==> src/logic/measurement_mode_pkg.sv <==
// package: offsets, fields, reset values and phase codes for the measurement mode block
package mode_pkg;
    localparam logic [7:0] MEASUREMENT_MODE_ADDR = 8'h0b;  // register address
    localparam logic [7:0] MEASUREMENT_MODE_RST  = 8'h70;  // zero-cross enables all set
    localparam int         PERIOD_SEL_LSB        = 0;      // bits 1:0
    localparam int         PEAK_SEL_LSB          = 2;      // bits 3:2
    localparam int         ZX_EN_LSB             = 4;      // bits 6:4
    localparam logic [7:0] MEASUREMENT_MODE_MASK = 8'h7f;  // bit 7 reserved
    localparam int         SAMPLE_W              = 24;     // width of phase samples
    localparam int         PHASE_CNT             = 3;      // phases a, b, c

    // phase codes of the two-bit selector fields
    typedef enum logic [1:0] {
        PHASE_A   = 2'h0,
        PHASE_B   = 2'h1,
        PHASE_C   = 2'h2,
        PHASE_RSV = 2'h3
    } phase_sel_t;
endpackage

==> src/logic/measurement_mode_if.sv <==
// interface: peak comparison request and result between top and comparator
`timescale 1ns/1ns
interface peak_cmp_if;
    import mode_pkg::*;
    logic [SAMPLE_W-1:0] sample;     // selected phase magnitude
    logic [SAMPLE_W-1:0] level;      // programmed peak level
    logic                valid;      // a legal phase is selected
    logic                over;       // sample above level
    modport top (output sample, output level, output valid, input over);
    modport cmp (input sample, input level, input valid, output over);
endinterface

==> src/logic/peak_compare.sv <==
// peak comparator: strict above-level test for one selected phase
`timescale 1ns/1ns
module peak_compare (
    peak_cmp_if.cmp c                // comparison group
);
    import mode_pkg::*;
    // reserved selector never raises a flag
    always_comb begin
        c.over = c.valid && (c.sample > c.level);
    end
endmodule

==> src/logic/measurement_mode_select.sv <==
// measurement mode register and the period, peak and zero-cross phase routing
`timescale 1ns/1ns
// Notes on behaviour
// - host writes register, it configures measurements
// - bits 1:0 pick period phase, reset zero
// - bits 3:2 pick peak phase, reset zero
// - selected voltage above level sets voltage flag
// - selected current above level sets current flag
// - bits 6:4 pick zero-crossing counting phases
// - only enabled phases join zero-cross uses
// - bit4 A, bit5 B, bit6 C, reset seven
module measurement_mode_select (
    input  wire logic                               clk_sys,          // system clock
    input  wire logic                               rstn,             // async reset, low
    input  wire logic                               reg_wr,           // register write strobe
    input  wire logic                               reg_rd,           // register read strobe
    input  wire logic [7:0]                         reg_addr,         // register address
    input  wire logic [7:0]                         reg_wdata,        // write data
    output logic      [7:0]                         reg_rdata,        // registered read data
    output logic                                    reg_hit,          // address decodes here
    input  wire logic [mode_pkg::PHASE_CNT-1:0][mode_pkg::SAMPLE_W-1:0] volt_mag, // per phase
    input  wire logic [mode_pkg::PHASE_CNT-1:0][mode_pkg::SAMPLE_W-1:0] curr_mag, // per phase
    input  wire logic [mode_pkg::SAMPLE_W-1:0]      voltage_peak_level, // voltage threshold
    input  wire logic [mode_pkg::SAMPLE_W-1:0]      current_peak_level, // current threshold
    input  wire logic [mode_pkg::PHASE_CNT-1:0]     zx_raw,           // raw zero-cross pulses
    input  wire logic [mode_pkg::PHASE_CNT-1:0]     zx_timeout_raw,   // raw per-phase timeouts
    input  wire logic [mode_pkg::PHASE_CNT-1:0]     dip_raw,          // raw per-phase dips
    output logic                                    voltage_peak_flag, // peak event, high while above level
    output logic                                    current_peak_flag, // peak event, high while above level
    output logic [1:0]                              period_source_sel, // period phase
    output logic [1:0]                              peak_phase_sel,   // peak phase
    output logic [mode_pkg::PHASE_CNT-1:0]          zero_cross_phase_enable, // zx enables
    output logic                                    period_zx,        // period source crossing
    output logic [mode_pkg::PHASE_CNT-1:0]          zx_count_en,      // crossings to count
    output logic                                    zx_timeout,       // enabled-phase timeout
    output logic                                    voltage_dip_detect // enabled-phase dip
);
    import mode_pkg::*;

    logic [7:0] measurement_mode;       // stored register
    logic [7:0] next_measurement_mode;  // next register value
    logic [7:0] next_reg_rdata;         // next read data
    logic       next_vpk;               // next voltage flag
    logic       next_ipk;               // next current flag
    logic       next_period_zx;         // next period crossing
    logic [PHASE_CNT-1:0] next_zx_count_en; // next counting enables
    logic       next_zx_timeout;        // next timeout
    logic       next_dip;               // next dip
    logic       v_over;                 // comparator result, voltage
    logic       i_over;                 // comparator result, current

    peak_cmp_if vif ();                 // voltage comparison group
    peak_cmp_if iif ();                 // current comparison group

    // pick one phase out of three; reserved code gives zero
    function automatic logic [SAMPLE_W-1:0] pick_phase(
        input logic [PHASE_CNT-1:0][SAMPLE_W-1:0] v,
        input logic [1:0]                         sel
    );
        logic [SAMPLE_W-1:0] r;
        r = '0;
        case (sel)
            PHASE_A: r = v[0];
            PHASE_B: r = v[1];
            PHASE_C: r = v[2];
            default: r = '0;
        endcase
        return r;
    endfunction

    // register next value and read path
    always_comb begin
        next_measurement_mode = measurement_mode;
        if (reg_wr && reg_addr == MEASUREMENT_MODE_ADDR) begin
            next_measurement_mode = reg_wdata & MEASUREMENT_MODE_MASK;
        end
        next_reg_rdata = reg_rdata;
        if (reg_rd) begin
            // unmapped addresses read zero
            next_reg_rdata = (reg_addr == MEASUREMENT_MODE_ADDR) ? measurement_mode : 8'h00;
        end
    end

    // field decode
    always_comb begin
        reg_hit                 = (reg_addr == MEASUREMENT_MODE_ADDR);
        period_source_sel       = measurement_mode[PERIOD_SEL_LSB +: 2];
        peak_phase_sel          = measurement_mode[PEAK_SEL_LSB +: 2];
        zero_cross_phase_enable = measurement_mode[ZX_EN_LSB +: PHASE_CNT];
    end

    // comparator feeds; reserved peak code disables both compares
    always_comb begin
        vif.sample = pick_phase(volt_mag, peak_phase_sel);
        vif.level  = voltage_peak_level;
        vif.valid  = (peak_phase_sel != PHASE_RSV);
        iif.sample = pick_phase(curr_mag, peak_phase_sel);
        iif.level  = current_peak_level;
        iif.valid  = (peak_phase_sel != PHASE_RSV);
        v_over     = vif.over;
        i_over     = iif.over;
    end

    peak_compare u_vcmp (
        .c (vif.cmp)
    );

    peak_compare u_icmp (
        .c (iif.cmp)
    );

    // event routing; a disabled phase cannot reach the zero-cross count, period, timeout or dip outputs (peak flags are not gated)
    always_comb begin
        next_vpk         = v_over;
        next_ipk         = i_over;
        next_zx_count_en = zx_raw & zero_cross_phase_enable;
        next_zx_timeout  = |(zx_timeout_raw & zero_cross_phase_enable);
        next_dip         = |(dip_raw & zero_cross_phase_enable);
        // period source must also be enabled to be measured
        next_period_zx   = |({PHASE_CNT{period_source_sel != PHASE_RSV}} & zx_raw
                           & zero_cross_phase_enable
                           & (3'h1 << period_source_sel));
    end

    // state registers
    always_ff @(posedge clk_sys or negedge rstn) begin
        if (!rstn) begin
            measurement_mode  <= MEASUREMENT_MODE_RST;
            reg_rdata         <= 8'h00;
            voltage_peak_flag <= 1'b0;
            current_peak_flag <= 1'b0;
            period_zx         <= 1'b0;
            zx_count_en       <= 3'h0;
            zx_timeout        <= 1'b0;
            voltage_dip_detect <= 1'b0;
        end else begin
            measurement_mode  <= next_measurement_mode;
            reg_rdata         <= next_reg_rdata;
            voltage_peak_flag <= next_vpk;
            current_peak_flag <= next_ipk;
            period_zx         <= next_period_zx;
            zx_count_en       <= next_zx_count_en;
            zx_timeout        <= next_zx_timeout;
            voltage_dip_detect <= next_dip;
        end
    end
endmodule

==> config.mk <==
export PLATFORM = sky130hd
export DESIGN_NAME = measurement_mode_select
export DESIGN_NICKNAME = d
export VERILOG_FILES = /design/src/logic/measurement_mode_pkg.sv /design/src/logic/measurement_mode_if.sv /design/src/logic/peak_compare.sv /design/src/logic/measurement_mode_select.sv
export SDC_FILE = /design/constraint.sdc
export NUM_CORES = 1
export LEC_CHECK = 0
export ABC_AREA = 1
export BUFFER_PORTS_ARGS = -buffer_cell sky130_fd_sc_hd__buf_4
export CAP_MARGIN = 15
export CORE_AREA = 2 2 96 98
export DETAILED_ROUTE_END_ITERATION = 16
export DIE_AREA = 0 0 98 100
export GPL_TIMING_DRIVEN = 1
export PLACE_DENSITY = 0.71
export SLEW_MARGIN = 20
export SYNTH_ARGS = -nofsm -noshare
export SYNTH_HDL_FRONTEND = slang
export SYNTH_HIERARCHICAL = 1
export SYNTH_SLANG_ARGS = --single-unit
==> constraint.sdc <==
create_clock -name clk_sys -period 2.4 [get_ports clk_sys]
set_input_delay 0.36 -clock clk_sys [delete_from_list [all_inputs] [get_ports clk_sys]]
set_output_delay 0.36 -clock clk_sys [all_outputs]
set_load 0.05 [all_outputs]
==> summary.txt <==
Run status
  – Outcome: completed

Critical path
  – Startpoint Class: flop
  – Slowest-stage cell, CP: dfrtp_1
  – Worst path top cell family by delay: simple AND/OR/NAND/NOR gates
  – Max incr delay on CP: 0.57 ns
  – CP required: 2.56 ns
  – Peak fanout along the critical path: 24
  – CP Capture Type: flop
  – CP Buf/Inv Count: 1
  – Setup CP Type: flop to flop
  – CP arrival: 2.26 ns
  – Critical path cell sequence: nor2_4, buf_12, nand2_1, nand3_1, ha_1, nand2_1, nor2_1, nand4_1, o21ai_0, nor2_1

Clock network
  – Hold buffer count at CTS: 1
  – H-tree levels: 1
  – Clock buffer depth: 2
  – Clock-pin slew on the worst setup and hold paths: roughly 0.080 ns
  – Num CTS Buffers: 3
  – Setup bufs post-CTS: 0
  – CTS Sinks: 22
  – CTS tree: done
  – Clock Latency Late Sink: 0.27 ns
  – PostCTS Resize Cnt: 0
  – Root Driver: clkbuf_8

Global routing
  – Gr ovfl total: 0
  – Vias in the first global route: 4025
  – Largest net degree at the start of global routing: 25
  – Tot GR Track Use: 0.200
  – First-pass GRT wire length: 16600 um
  – Initial antenna violation count: 0

Logic synthesis
  – Synth Area in Adders: 0.194
  – Synthesized instance count: approximately 540
  – Synth Register Bits: 22
  – Largest family of logic cells by synthesized area: simple AND/OR/NAND/NOR gates
  – Post-synthesis sequential area ratio: 0.179
  – Ys Warns: 6
  – Yosys top cell area share: 0.294
  – Synth Net Count: 804
  – Synth Area in Simple Gates: 0.441
  – Synth top area cells: nand2_1, ha_1, dfrtp_1
  – Cell taking the most area after synthesis: nand2_1
  – Avg Inst Size Synth: 5.80 um2
  – Compound-Gate Fraction of Synth Area: 0.0629
  – Synth Cell Area: a little over 0.003 mm2
  – Post-Synth XOR/XNOR Area: 0
  – Mux contribution to synthesized area: 0
  – Yosys cell types: 21

Final layout
  – Seq. cell area: 554 um2
  – Design Area, Final: between 0.005 and 0.006 mm2
  – Footprint of the multi-input gates: 0.00219 mm2
  – ANT cells: 0
  – Fill count: 847
  – Area Growth Syn to Fin: 67.3%
  – Layout cells sized above 1: 0.348
  – Final nets: between 1000 and 1500

Drt
  – ANT nets after route: 0
  – Drc violations: 0
  – Number of DRC violations after detailed-routing iteration 0: 53
  – Routed WL: roughly 10000 um
  – Wire length per cell: 11.7 um
  – Vias per cell: 4.71
  – Pre-antenna DRT Iters: 4
  – DR vias: 4153

Floorplan
  – Initial Util: 0.349
  – Std cell rows: 35
  – DIE WIDTH: 98 um
  – Die H: roughly 100 um
  – IO Pins: 245
  – Die area: 0.00980 mm2
  – Core area: 0.00889 mm2

Placement
  – Port bufs: roughly 240
  – Placed Area: about 0.0051 mm2
  – Pre-CTS setup slack: 0.309 ns
  – Placer Congestion: 0.838
  – Dpl hpwl: 8950 um

STA
  – WHS: ~0.29 ns
  – Final worst-path cycle share: 0.874
  – Final hold violations: 0
  – Final Slew Violations: 0
  – Worst Skew: 0.00509 ns
  – RSZ-0062 raised after global routing: false
  – Min Clock Period, post-route: 2.10 ns
  – Setup TNS: 0 ns
  – Finish-stage setup viols: 0
  – Setup ws final: 0.302 ns
  – Fmax: about 0.48 GHz

Run
  – Total of max-cap violations: 0

Power
  – Max rail drop VDD: 0.179 mV
  – PnR Total Power: 0.00158 W
  – Pwr Density: around 300 mW/mm2
  – Leak pwr: 3.09 nW

Hold path
  – Hold WC Path Type: input port to flop
==> metrics by stage <==
| stage | util | instances |
|---|---|---|
| 3_3_place_gp | 0.575 | 877 |
| 6_report | 0.584 | 882 |
| 2_1_floorplan | - | 535 |
| 4_1_cts | 0.584 | 882 |
| 5_1_grt | 0.584 | 882 |
| 3_5_place_dp | 0.575 | 877 |
==> cell usage in the layout (no fill, tap or decap) <==
cell type      Yosys  final
a21o_1             2      2
a21o_2             2      2
a21oi_1           17     17
a21oi_2            2      2
and2_1             2      2
buf_12             0      6
buf_4              5    243
bufinv_16          0      1
clkbuf_8           0      3
conb_1             1      1
dfrtp_1           19     19
dfstp_2            3      3
dlygate4sd3_1      0      1
ha_1              48     48
inv_1             75     75
inv_2              1      1
nand2_1          243    243
nand3_1           53     53
nand4_1           11     11
nor2_1            21     19
nor2_2             5      4
nor2_4             0      3
o21ai_0           12     12
==> layout make-up <==
cell class / count / share of cell area
clock inverters: 1 / 0.00578
clock buffers: 3 / 0.00795
inverters: 76 / 0.0549
multi-input cells: 419 / 0.421
well taps: 111 / 0.0267
repair buffers: 250 / 0.376
flip-flops and latches: 22 / 0.107
==> cell usage after synthesis (all sizes together) <==
cell type,number
a21oi,19
ha,48
o21ai,12
buf,13
nand2,243
inv,76
conb,1
nor2,26
a21o,4
dfstp,3
nand4,11
dfrtp,19
and2,2
clkbuf,5
nand3,53
==> state kept, by name, summed over array words and instances, names as in the netlist <==
name	cells
zx_count_en	3
reg_rdata	7
period_zx	1
zx_timeout	1
voltage_peak_flag	1
measurement_mode	7
voltage_dip_detect	1
current_peak_flag	1
==> logic make-up after synthesis <==
family	after synthesis
compound gates	35
fa+ha+maj	48
buf+inv	94
flops	22
other cells	1
simple gates	335
==> power by group <==
| group | total (W) | switching, W | internal [W] |
|---|---|---|---|
| logic | 0.000828 | 0.000394 | 0.000434 |
| registers | 0.000402 | 0.0000143 | 0.000388 |
| clock network | 0.000346 | 0.000123 | 0.000223 |
==> tightest hold or removal path, stage by stage <==
cell,delay [ns]
buf_4,0.08
nand2_1,0.04
inv_1,0.05
==> worst paths after layout <==
check	from	end	slack [ns]	depth (start not counted)
setup reg to reg	measurement_mode[3]	current_peak_flag	0.30	10
hold reg to reg	reg_rdata[2]	reg_rdata[2]	0.49	2
setup / recovery	measurement_mode[3]	current_peak_flag	0.30	10
max in group asynchronous	rstn	measurement_mode[6]	1.61	2
hold / removal	zx_raw[0]	zx_count_en[0]	0.29	3
min in group asynchronous	rstn	reg_rdata[5]	0.51	2
==> per-layer routing <==
metal	global-route usage	part of all wire	vias up
li1	-	-	2144
met3	0.0258	0.073	16
met2	0.398	0.53	168
met4	0.0545	0.017	0
met5	0	0	-
met1	0.221	0.38	1825
(Power assumes the default switching activity.)
